--- src/rtl/aecr_pkg.sv ---
// Purpose : Constants for the extended-control register bank.
// Assumes : 16-bit registers, 4-bit serial addresses.
// Notes   : Shared by the bank and its bench.
package aecr_pkg;

    // ------------------------------------------------------------
    // Serial frame layout
    // ------------------------------------------------------------
    localparam int          FRAME_BITS   = 32;
    localparam logic [4:0]  LAST_BIT_IDX = 5'h1F;
    localparam logic [11:0] FRAME_HEADER = 12'h001;
    localparam int          HDR_MSB      = 31;
    localparam int          HDR_LSB      = 20;
    localparam int          ADR_MSB      = 19;
    localparam int          ADR_LSB      = 16;
    localparam int          DAT_MSB      = 15;

    // ------------------------------------------------------------
    // Register addresses
    // ------------------------------------------------------------
    localparam logic [3:0] ADDR_CFG      = 4'h1;
    localparam logic [3:0] ADDR_OFS1     = 4'h2;
    localparam logic [3:0] ADDR_FS1      = 4'h3;
    localparam logic [3:0] ADDR_OFS2     = 4'hA;
    localparam logic [3:0] ADDR_FS2      = 4'hB;
    localparam logic [3:0] ADDR_ILV_EN   = 4'hD;
    localparam logic [3:0] ADDR_COARSE   = 4'hE;
    localparam logic [3:0] ADDR_FINE     = 4'hF;

    // ------------------------------------------------------------
    // Reset values
    // ------------------------------------------------------------
    localparam logic [15:0] CFG_RST      = 16'hB2FF;
    localparam logic [15:0] OFS_RST      = 16'h007F;
    localparam logic [15:0] FS_RST       = 16'h807F;
    localparam logic [15:0] ILV_EN_RST   = 16'h3FFF;
    localparam logic [15:0] COARSE_RST   = 16'h07FF;
    localparam logic [15:0] FINE_RST     = 16'h007F;

    // ------------------------------------------------------------
    // Field positions
    // ------------------------------------------------------------
    localparam int CFG_DCS_BIT   = 12;
    localparam int CFG_DCP_BIT   = 11;
    localparam int CFG_SDR_BIT   = 10;
    localparam int CFG_SWING_BIT = 9;
    localparam int CFG_EDGE_BIT  = 8;
    localparam int OFS_MAG_MSB   = 15;
    localparam int OFS_MAG_LSB   = 8;
    localparam int OFS_SIGN_BIT  = 7;
    localparam int FS_MSB        = 15;
    localparam int FS_LSB        = 7;
    localparam int ILV_ON_BIT    = 15;
    localparam int ILV_ACP_BIT   = 14;
    localparam int CRS_IS_BIT    = 15;
    localparam int CRS_ADS_BIT   = 14;
    localparam int CRS_MAG_MSB   = 13;
    localparam int CRS_MAG_LSB   = 11;
    localparam int FINE_MSB      = 15;
    localparam int FINE_LSB      = 7;

    // ------------------------------------------------------------
    // Frame state machine
    // ------------------------------------------------------------
    typedef enum logic [2:0] {
        ST_IDLE   = 3'b001,
        ST_SHIFT  = 3'b010,
        ST_COMMIT = 3'b100
    } aecr_state_t;

endpackage : aecr_pkg

--- src/rtl/aecr_sync.sv ---
// Purpose : Two-flop synchroniser for pins entering clk_sys.
// Assumes : Inputs are slow levels relative to clk_sys.
// Notes   : First stage feeds only the second stage.
`timescale 1ns/10ps
`default_nettype none
module aecr_sync #(
    parameter int WIDTH = 1
) (
    input  wire logic             clk_sys,
    input  wire logic             reset,
    input  wire logic [WIDTH-1:0] async_in,
    output logic      [WIDTH-1:0] sync_out
);

    logic [WIDTH-1:0] meta_ff;

    always_ff @(posedge clk_sys) begin
        if (reset) begin
            meta_ff  <= '0;
            sync_out <= '0;
        end else begin
            meta_ff  <= async_in;
            sync_out <= meta_ff;
        end
    end

endmodule : aecr_sync
`default_nettype wire

--- src/rtl/aecr_top.sv ---
// Purpose : Write-only extended-control register bank, serial loaded.
// Assumes : Serial pins oversampled by clk_sys, at least 6 clk per bit.
// Notes   : All settings fall back to pin/default values in normal mode.
`timescale 1ns/10ps
`default_nettype none

// Functional notes
// - Configuration bit 12 turns the duty-cycle stabilizer on.
// - Bit 11 shifts DDR clock to mid-cell; ignored in single rate.
// - Bit 10 zero gives double rate, one gives single rate.
// - Bit 9 selects swing, one standard, reset one, like pin.
// - Bit 8 picks rising or falling output edge in single rate.
// - Offset bits 15:8 give linear offset magnitude, reset zero.
// - Offset bit 7 is sign, one negative; host writes 6:0 ones.
// - Full-scale code in bits 15:7, reset 100000000, linear trim.
// - Full-scale changes apply at once, no recalibration step.
// - Interleave bit 15 makes both converters share one input.
// - Bit 14 enables automatic phase; manual skew then ignored.
// - Coarse bit 15 chooses which input is shared when interleaved.
// - Coarse bit 14 chooses which channel clock is delayed.
// - Coarse bits 13:11 give skew steps, reset zero; rest ones.
// - Fine bits 15:7 give fine skew, reset zero; rest ones.
// - Eight write-only registers with fixed power-on values.
// - Frame is 32 bits MSB first: header 0x001, address, data.
// - Select low frames access; next frame may follow directly.
// - Settings and serial port act only in extended mode.
module aecr_top
    import aecr_pkg::*;
(
    input  wire logic       clk_sys,
    input  wire logic       reset,
    input  wire logic       ser_clk,
    input  wire logic       ser_din,
    input  wire logic       ser_select_n,
    input  wire logic       ext_mode,
    input  wire logic       edge_choice_pin,
    input  wire logic       swing_choice_pin,
    output logic            duty_stabilizer_on,
    output logic            ddr_clock_phase_sel,
    output logic            single_rate_select,
    output logic            swing_level_sel,
    output logic            out_edge_rising,
    output logic [7:0]      first_offset_mag,
    output logic            first_offset_neg,
    output logic [8:0]      first_full_scale,
    output logic [7:0]      second_offset_mag,
    output logic            second_offset_neg,
    output logic [8:0]      second_full_scale,
    output logic            interleave_on,
    output logic            auto_phase_control,
    output logic            shared_input_choice,
    output logic            skew_target_select,
    output logic [2:0]      coarse_skew_magnitude,
    output logic [8:0]      fine_skew_magnitude,
    output logic            frame_done,
    output logic            frame_bad
);

    // ------------------------------------------------------------
    // Pin synchronisation and edge finding
    // ------------------------------------------------------------
    logic [5:0]  pins_sync;
    logic        sclk_s;
    logic        din_s;
    logic        sel_n_s;
    logic        ext_s;
    logic        edge_pin_s;
    logic        swing_pin_s;
    logic        sclk_prev_ff;
    logic        sclk_rise;

    aecr_sync #(
        .WIDTH (6)
    ) u_sync (
        .clk_sys  (clk_sys),
        .reset    (reset),
        .async_in ({ser_clk, ser_din, ser_select_n, ext_mode,
                    edge_choice_pin, swing_choice_pin}),
        .sync_out (pins_sync)
    );

    // Clock and data share a stage, so data is seen with its edge
    assign sclk_s      = pins_sync[5];
    assign din_s       = pins_sync[4];
    assign sel_n_s     = pins_sync[3];
    assign ext_s       = pins_sync[2];
    assign edge_pin_s  = pins_sync[1];
    assign swing_pin_s = pins_sync[0];

    always_ff @(posedge clk_sys) begin
        if (reset) begin
            sclk_prev_ff <= 1'b0;
        end else begin
            sclk_prev_ff <= sclk_s;
        end
    end

    assign sclk_rise = sclk_s & ~sclk_prev_ff;

    // ------------------------------------------------------------
    // Frame capture
    // ------------------------------------------------------------
    aecr_state_t state_ff;
    aecr_state_t nxt_state;
    logic [4:0]  bit_cnt_ff;
    logic [31:0] shift_ff;
    logic        port_on;
    logic        take_bit;
    logic        last_bit;
    logic [11:0] frm_hdr;
    logic [3:0]  frm_addr;
    logic [15:0] frm_data;
    logic        addr_ok;
    logic        frame_ok;

    function automatic logic is_mapped(input logic [3:0] a);
        case (a)
            ADDR_CFG, ADDR_OFS1, ADDR_FS1, ADDR_OFS2,
            ADDR_FS2, ADDR_ILV_EN, ADDR_COARSE, ADDR_FINE: is_mapped = 1'b1;
            default:                                     is_mapped = 1'b0;
        endcase
    endfunction : is_mapped

    assign port_on  = ext_s & ~sel_n_s;
    assign take_bit = (state_ff == ST_SHIFT) && port_on && sclk_rise;
    assign last_bit = take_bit && (bit_cnt_ff == LAST_BIT_IDX);

    always_comb begin
        nxt_state = state_ff;
        case (state_ff)
            ST_IDLE: begin
                if (port_on) begin
                    nxt_state = ST_SHIFT;
                end
            end
            ST_SHIFT: begin
                if (!port_on) begin
                    nxt_state = ST_IDLE;
                end else if (last_bit) begin
                    nxt_state = ST_COMMIT;
                end
            end
            ST_COMMIT: begin
                nxt_state = port_on ? ST_SHIFT : ST_IDLE;
            end
            default: begin
                nxt_state = ST_IDLE;
            end
        endcase
    end

    always_ff @(posedge clk_sys) begin
        if (reset) begin
            state_ff <= ST_IDLE;
        end else begin
            state_ff <= nxt_state;
        end
    end

    always_ff @(posedge clk_sys) begin
        if (reset) begin
            shift_ff <= 32'h0000_0000;
        end else if (take_bit) begin
            shift_ff <= {shift_ff[30:0], din_s};
        end
    end

    always_ff @(posedge clk_sys) begin
        if (reset) begin
            bit_cnt_ff <= 5'h00;
        end else if (state_ff != ST_SHIFT || !port_on) begin
            bit_cnt_ff <= 5'h00;
        end else if (take_bit) begin
            bit_cnt_ff <= bit_cnt_ff + 5'h01;
        end
    end

    assign frm_hdr  = shift_ff[HDR_MSB:HDR_LSB];
    assign frm_addr = shift_ff[ADR_MSB:ADR_LSB];
    assign frm_data = shift_ff[DAT_MSB:0];
    assign addr_ok  = is_mapped(frm_addr);
    assign frame_ok = (state_ff == ST_COMMIT) && (frm_hdr == FRAME_HEADER)
                      && addr_ok;

    always_ff @(posedge clk_sys) begin
        if (reset) begin
            frame_done <= 1'b0;
            frame_bad  <= 1'b0;
        end else begin
            frame_done <= frame_ok;
            frame_bad  <= (state_ff == ST_COMMIT) && !frame_ok;
        end
    end

    // ------------------------------------------------------------
    // Register bank
    // ------------------------------------------------------------
    logic [15:0] cfg_ff;
    logic [15:0] ofs1_ff;
    logic [15:0] fs1_ff;
    logic [15:0] ofs2_ff;
    logic [15:0] fs2_ff;
    logic [15:0] ilv_ff;
    logic [15:0] coarse_ff;
    logic [15:0] fine_ff;

    always_ff @(posedge clk_sys) begin
        if (reset) begin
            cfg_ff    <= CFG_RST;
            ofs1_ff   <= OFS_RST;
            fs1_ff    <= FS_RST;
            ofs2_ff   <= OFS_RST;
            fs2_ff    <= FS_RST;
            ilv_ff    <= ILV_EN_RST;
            coarse_ff <= COARSE_RST;
            fine_ff   <= FINE_RST;
        end else if (frame_ok) begin
            case (frm_addr)
                ADDR_CFG:    cfg_ff    <= frm_data;
                ADDR_OFS1:   ofs1_ff   <= frm_data;
                ADDR_FS1:    fs1_ff    <= frm_data;
                ADDR_OFS2:   ofs2_ff   <= frm_data;
                ADDR_FS2:    fs2_ff    <= frm_data;
                ADDR_ILV_EN: ilv_ff    <= frm_data;
                ADDR_COARSE: coarse_ff <= frm_data;
                ADDR_FINE:   fine_ff   <= frm_data;
                default:     cfg_ff    <= cfg_ff;
            endcase
        end
    end

    // ------------------------------------------------------------
    // Effective control outputs
    // ------------------------------------------------------------
    // Reserved "ones" bits are stored but drive nothing, so a host
    // slip there cannot disturb the block.
    logic sdr_mode;
    logic auto_on;

    assign sdr_mode = cfg_ff[CFG_SDR_BIT];
    assign auto_on  = ilv_ff[ILV_ACP_BIT];

    // normal mode uses pins and defaults
    always_ff @(posedge clk_sys) begin
        if (reset || !ext_s) begin
            duty_stabilizer_on  <= CFG_RST[CFG_DCS_BIT];
            ddr_clock_phase_sel <= 1'b0;
            single_rate_select  <= CFG_RST[CFG_SDR_BIT];
            swing_level_sel     <= reset ? CFG_RST[CFG_SWING_BIT]
                                         : swing_pin_s;
            out_edge_rising     <= reset ? CFG_RST[CFG_EDGE_BIT]
                                         : edge_pin_s;
        end else begin
            duty_stabilizer_on  <= cfg_ff[CFG_DCS_BIT];
            ddr_clock_phase_sel <= cfg_ff[CFG_DCP_BIT] & ~sdr_mode;
            single_rate_select  <= sdr_mode;
            swing_level_sel     <= cfg_ff[CFG_SWING_BIT];
            out_edge_rising     <= cfg_ff[CFG_EDGE_BIT];
        end
    end

    always_ff @(posedge clk_sys) begin
        if (reset || !ext_s) begin
            first_offset_mag  <= OFS_RST[OFS_MAG_MSB:OFS_MAG_LSB];
            first_offset_neg  <= OFS_RST[OFS_SIGN_BIT];
            second_offset_mag <= OFS_RST[OFS_MAG_MSB:OFS_MAG_LSB];
            second_offset_neg <= OFS_RST[OFS_SIGN_BIT];
            first_full_scale  <= FS_RST[FS_MSB:FS_LSB];
            second_full_scale <= FS_RST[FS_MSB:FS_LSB];
        end else begin
            first_offset_mag  <= ofs1_ff[OFS_MAG_MSB:OFS_MAG_LSB];
            second_offset_mag <= ofs2_ff[OFS_MAG_MSB:OFS_MAG_LSB];
            first_offset_neg  <= ofs1_ff[OFS_SIGN_BIT];
            second_offset_neg <= ofs2_ff[OFS_SIGN_BIT];
            first_full_scale  <= fs1_ff[FS_MSB:FS_LSB];
            second_full_scale <= fs2_ff[FS_MSB:FS_LSB];
        end
    end

    always_ff @(posedge clk_sys) begin
        if (reset || !ext_s) begin
            interleave_on         <= 1'b0;
            auto_phase_control    <= ILV_EN_RST[ILV_ACP_BIT];
            shared_input_choice   <= COARSE_RST[CRS_IS_BIT];
            skew_target_select    <= COARSE_RST[CRS_ADS_BIT];
            coarse_skew_magnitude <= COARSE_RST[CRS_MAG_MSB:CRS_MAG_LSB];
            fine_skew_magnitude   <= FINE_RST[FINE_MSB:FINE_LSB];
        end else begin
            interleave_on         <= ilv_ff[ILV_ON_BIT];
            auto_phase_control    <= auto_on;
            shared_input_choice   <= coarse_ff[CRS_IS_BIT];
            skew_target_select    <= coarse_ff[CRS_ADS_BIT];
            coarse_skew_magnitude <= auto_on ? 3'h0
                                   : coarse_ff[CRS_MAG_MSB:CRS_MAG_LSB];
            fine_skew_magnitude   <= auto_on ? 9'h000
                                   : fine_ff[FINE_MSB:FINE_LSB];
        end
    end
endmodule : aecr_top
`default_nettype wire

--- config.mk ---
export PLATFORM = sky130hd
export DESIGN_NAME = aecr_top
export DESIGN_NICKNAME = d
export VERILOG_FILES = /design/src/rtl/aecr_pkg.sv /design/src/rtl/aecr_sync.sv /design/src/rtl/aecr_top.sv
export SDC_FILE = /design/constraint.sdc
export NUM_CORES = 1
export LEC_CHECK = 0
export ABC_AREA = 1
export BUFFER_PORTS_ARGS = -buffer_cell sky130_fd_sc_hd__buf_2
export CAP_MARGIN = 10
export CORE_AREA = 2 2 106 108
export DETAILED_ROUTE_END_ITERATION = 8
export DIE_AREA = 0 0 108 110
export GPL_TIMING_DRIVEN = 0
export HOLD_SLACK_MARGIN = 0.06
export PLACE_DENSITY = 0.76
export SLEW_MARGIN = 20
export SYNTH_ARGS = -nofsm -noshare
export SYNTH_HDL_FRONTEND = slang
export SYNTH_SLANG_ARGS = --single-unit
export TNS_END_PERCENT = 20
--- constraint.sdc ---
create_clock -name clk_sys -period 1.8 [get_ports clk_sys]
set_input_delay 0.27 -clock clk_sys [delete_from_list [all_inputs] [get_ports clk_sys]]
set_output_delay 0.27 -clock clk_sys [all_outputs]
set_load 0.03 [all_outputs]
==> impl_metrics.csv <==
group,metric,value,unit
routing,drc_errors,0,
routing,wl_per_cell,12.36,um
layout,antennaDiodeCount,0,
routing,totalWireLength,12590,um
logic_synthesis,netlist.area_leader.share,0.5736,
logic_synthesis,synth_area_leader_cell,"dfxtp_1",
flow_run,max-cap-violations,0,
logic_synthesis,synth_flop_cell,"dfxtp_1",
pwr,power_frac_comb,0.026,
grt,overflow,0,
layout,nets,876,
routing,num_vias,4951,
routing,via_per_inst,4.859,
floorplan,start_util,0.5546,
critical_path,worstReg2RegStart,"shift_ff[23]",
placed_design,gp_congestion,0.8800,
cts,clkSinkCount,170,
layout,utilization,0.6676,
pwr,pwr-share-clk,0.458,
critical_path,rr_worst_depth,8,
critical_path,start_kind,"register",
grt,grt_max_degree,17,
cts,clk_latency,520,ps
cts,cts_buffers,17,
critical_path,end_kind,"register",
pwr,seqPwrFrac,0.516,
logic_synthesis,synth-async-reset-ratio,0,
placed_design,io_buffers,66,
pwr,ir_drop,0.5393,mV
timing,setup_viol,0,
cts,clk_pin_slew,70,ps
floorplan,ios,67,
routing,drt-initial-drc-count,316,
critical_path,max_stage_delay,330,ps
grt,grt_pass1_wl,20690,um
pwr,power_leakage,3.047,nW
timing,relSlewSlack,0.6440,
cts,clockBufferDepth,2,
worst_hold_path,min_from,"reset",
timing,fmax,582.1,MHz
critical_path,critPathKind,"register to register",
critical_path,crit_required,2210,ps
logic_synthesis,synthTopCellsByArea,"dfxtp_1 57%, nor2_1 14%, nand2_1 7.2%",
floorplan,die-area,11880,um^2
critical_path,r2r_setup_slack,80,ps
grt,antenna_found_initial,0,
worst_hold_path,hp-class,"input pin to register",
logic_synthesis,ys_ff_latch,170,
pwr,power_density,1031,nW/um^2
floorplan,dieWidth,108,um
grt,track_usage,0.2248,
worst_hold_path,hold_depth,3,
cts,clock-root-buffer,"clkbuf_8",
critical_path,critPathBufInv,1,
pwr,p_sw_frac,0.2169,
floorplan,rows,38,
timing,post-route-period-util,0.9544,
run_status,status,"completed",
logic_synthesis,seq_area_frac_synth,0.5736,
critical_path,path_max_fanout,10,
timing,tightest_slew,533.9,ps
logic_synthesis,yosysWarnings,0,
cts,htree_levels,4,
critical_path,reg2reg_to,"fs2_ff[14]",
critical_path,worst-endpoint-arrival,2130,ps
pwr,p_int,0.005767,W
cts,cts_tree,"done",
routing,ant_nets,0,
layout,layout.filler_cells,902,
layout,instances_no_fill,1019,
logic_synthesis,ys_top_cells_by_count,"224 x nor2_1, 170 x dfxtp_1, 114 x nand2_1, 101 x inv_1, 45 x nand3_1",
routing,drt_pass1_iterations,5,
critical_path,worstPathCellList,"or2_1, nor2_4, nand4_4, nor2_4, buf_4, nand2_1, nand2_1, nor2_1",
placed_design,hpwl,8564,um
logic_synthesis,synthMostInstantiatedCell,"nor2_1",
timing,rsz0062_at_grt,"yes",
critical_path,critPathLaunch,"shift_ff[23]",
critical_path,critPathSlowestCell,"dfxtp_1",
timing,final_hold_viol_count,0,
placed_design,place_inst,974,
logic_synthesis,syn_nets,778,
logic_synthesis,synth_edf_count,0,
timing,fin_crit,1718,ps
pwr,switching_power,0.001598,W
logic_synthesis,synthCells,768,
logic_synthesis,synth_area,5933,um^2
logic_synthesis,ys_types,28,
floorplan,core,10700,um^2
layout,areaGrowthSynthToFinish,20.37,%
floorplan,die_h,110,um
logic_synthesis,synth_area_per_cell,7.726,um^2
timing,fin_worst_skew,9.019,ps
timing,drv_slew,0,
timing,timing.hold.ws,255.1,ps
layout,drive_gt1_frac,0.1524,
grt,grt_pass1_vias,4688,
worst_hold_path,whs_endpoint,"u_sync.sync_out[3]",
critical_path,crit_family,"simple AND/OR/NAND/NOR gates",
[metal layers]
layer | wire, um | global-route usage | vias up
li1 | - | - | 2520
met1 | 5410 | 0.2599 | 2247
met2 | 6164 | 0.3985 | 158
met3 | 756 | 0.06173 | 26
met4 | 260 | 0.08516 | 0
met5 | 0 | 0 | -
[metrics by stage]
stage          TNS (ps)  cell area, um^2  worst slack (ps)  total power [W]
6_report              0             7142             82.15         0.007364
5_1_grt          -424.5             7142            -47.59         0.007605
4_1_cts               0             7057             51.89         0.007410
3_5_place_dp          0             6439             53.40         0.004061
3_3_place_gp          0             6439             46.52         0.004054
2_1_floorplan         0             5933             313.1         0.004012
[cells by family after synthesis]
| group | count (synthesis) | share of synthesized area |
|---|---|---|
| AND/OR/NAND/NOR | 407 | 0.2843 |
| flip-flops | 170 | 0.5736 |
| buffers and inverters | 132 | 0.08731 |
| AO/OA/AOI/OAI | 56 | 0.04914 |
| adder cells (fa/ha/maj) | 2 | 0.004217 |
| XOR/XNOR | 1 | 0.001476 |
[worst max-delay path by stage]
stage,to,slack (ps),cells after the start
final,fs2_ff[14],80,8
after global routing,ofs1_ff[13],-50,9
after CTS,ofs2_ff[11],50,6
after detailed placement,coarse_skew_magnitude[1],50,6
after global placement,coarse_skew_magnitude[0],50,6
after floorplan,fine_ff[14],310,8
[layout make-up]
class / count / area, um^2 / area share
Tap cell: 140 / 175.2 / 0.02453
Clock buffer: 19 / 441.7 / 0.06184
Buffer: 29 / 135.1 / 0.01892
Sequential cell: 170 / 3403 / 0.4765
Timing Repair Buffer: 78 / 435.4 / 0.06097
Inverter: 103 / 386.6 / 0.05413
Multi-Input combinational cell: 467 / 2048 / 0.2868
Clock inverter: 13 / 116.4 / 0.01629
[placed cells by master, fill, tap and decap left out, drive strengths merged, types with 5 or more instances in the layout]
master,count
buf,85
nor3,5
dfxtp,170
dlygate4sd3,6
nor2,234
clkinv,8
o21ai,34
or2,6
nand2,114
clkbuf,35
inv,104
a21oi,18
nand3,46
[power groups by stage]
stage	Sequential (W)	Clock, W	Combinational, W
2_1_floorplan	0.00388	0	0.000129
3_3_place_gp	0.00388	0	0.000174
3_5_place_dp	0.00388	0	0.000180
4_1_cts	0.00380	0.00342	0.000191
5_1_grt	0.00380	0.00359	0.000221
6_report	0.00380	0.00337	0.000195
[registers in the layout, indices dropped and copies added (netlist names), 2 cells and up]
name                   count
fine_skew_magnitude        9
cfg_ff                     5
coarse_skew_magnitude      3
u_sync.meta_ff             6
coarse_ff                  5
second_full_scale          9
second_offset_mag          8
fs1_ff                     9
ofs1_ff                    9
bit_cnt_ff                 5
first_full_scale           9
state_ff                   3
ofs2_ff                    9
fine_ff                    9
first_offset_mag           8
shift_ff                  32
ilv_ff                     2
u_sync.sync_out            6
fs2_ff                     9
[worst register-to-register path, delay by kind of cell, from the launching register on]
family	cells	cell delay, ps
buf+inv	1	210
flops	1	330
simple gates	7	1050
[timing repair]
| action | CTS | global route |
|---|---|---|
| hold buffers | 6 | 0 |
| setup endpoints to repair | 0 | 63 |
| buffers inserted | 0 | 6 |
| endpoints found under the hold margin | 6 | 0 |
| resized for setup | 0 | 9 |
(Power assumes the default switching activity.)
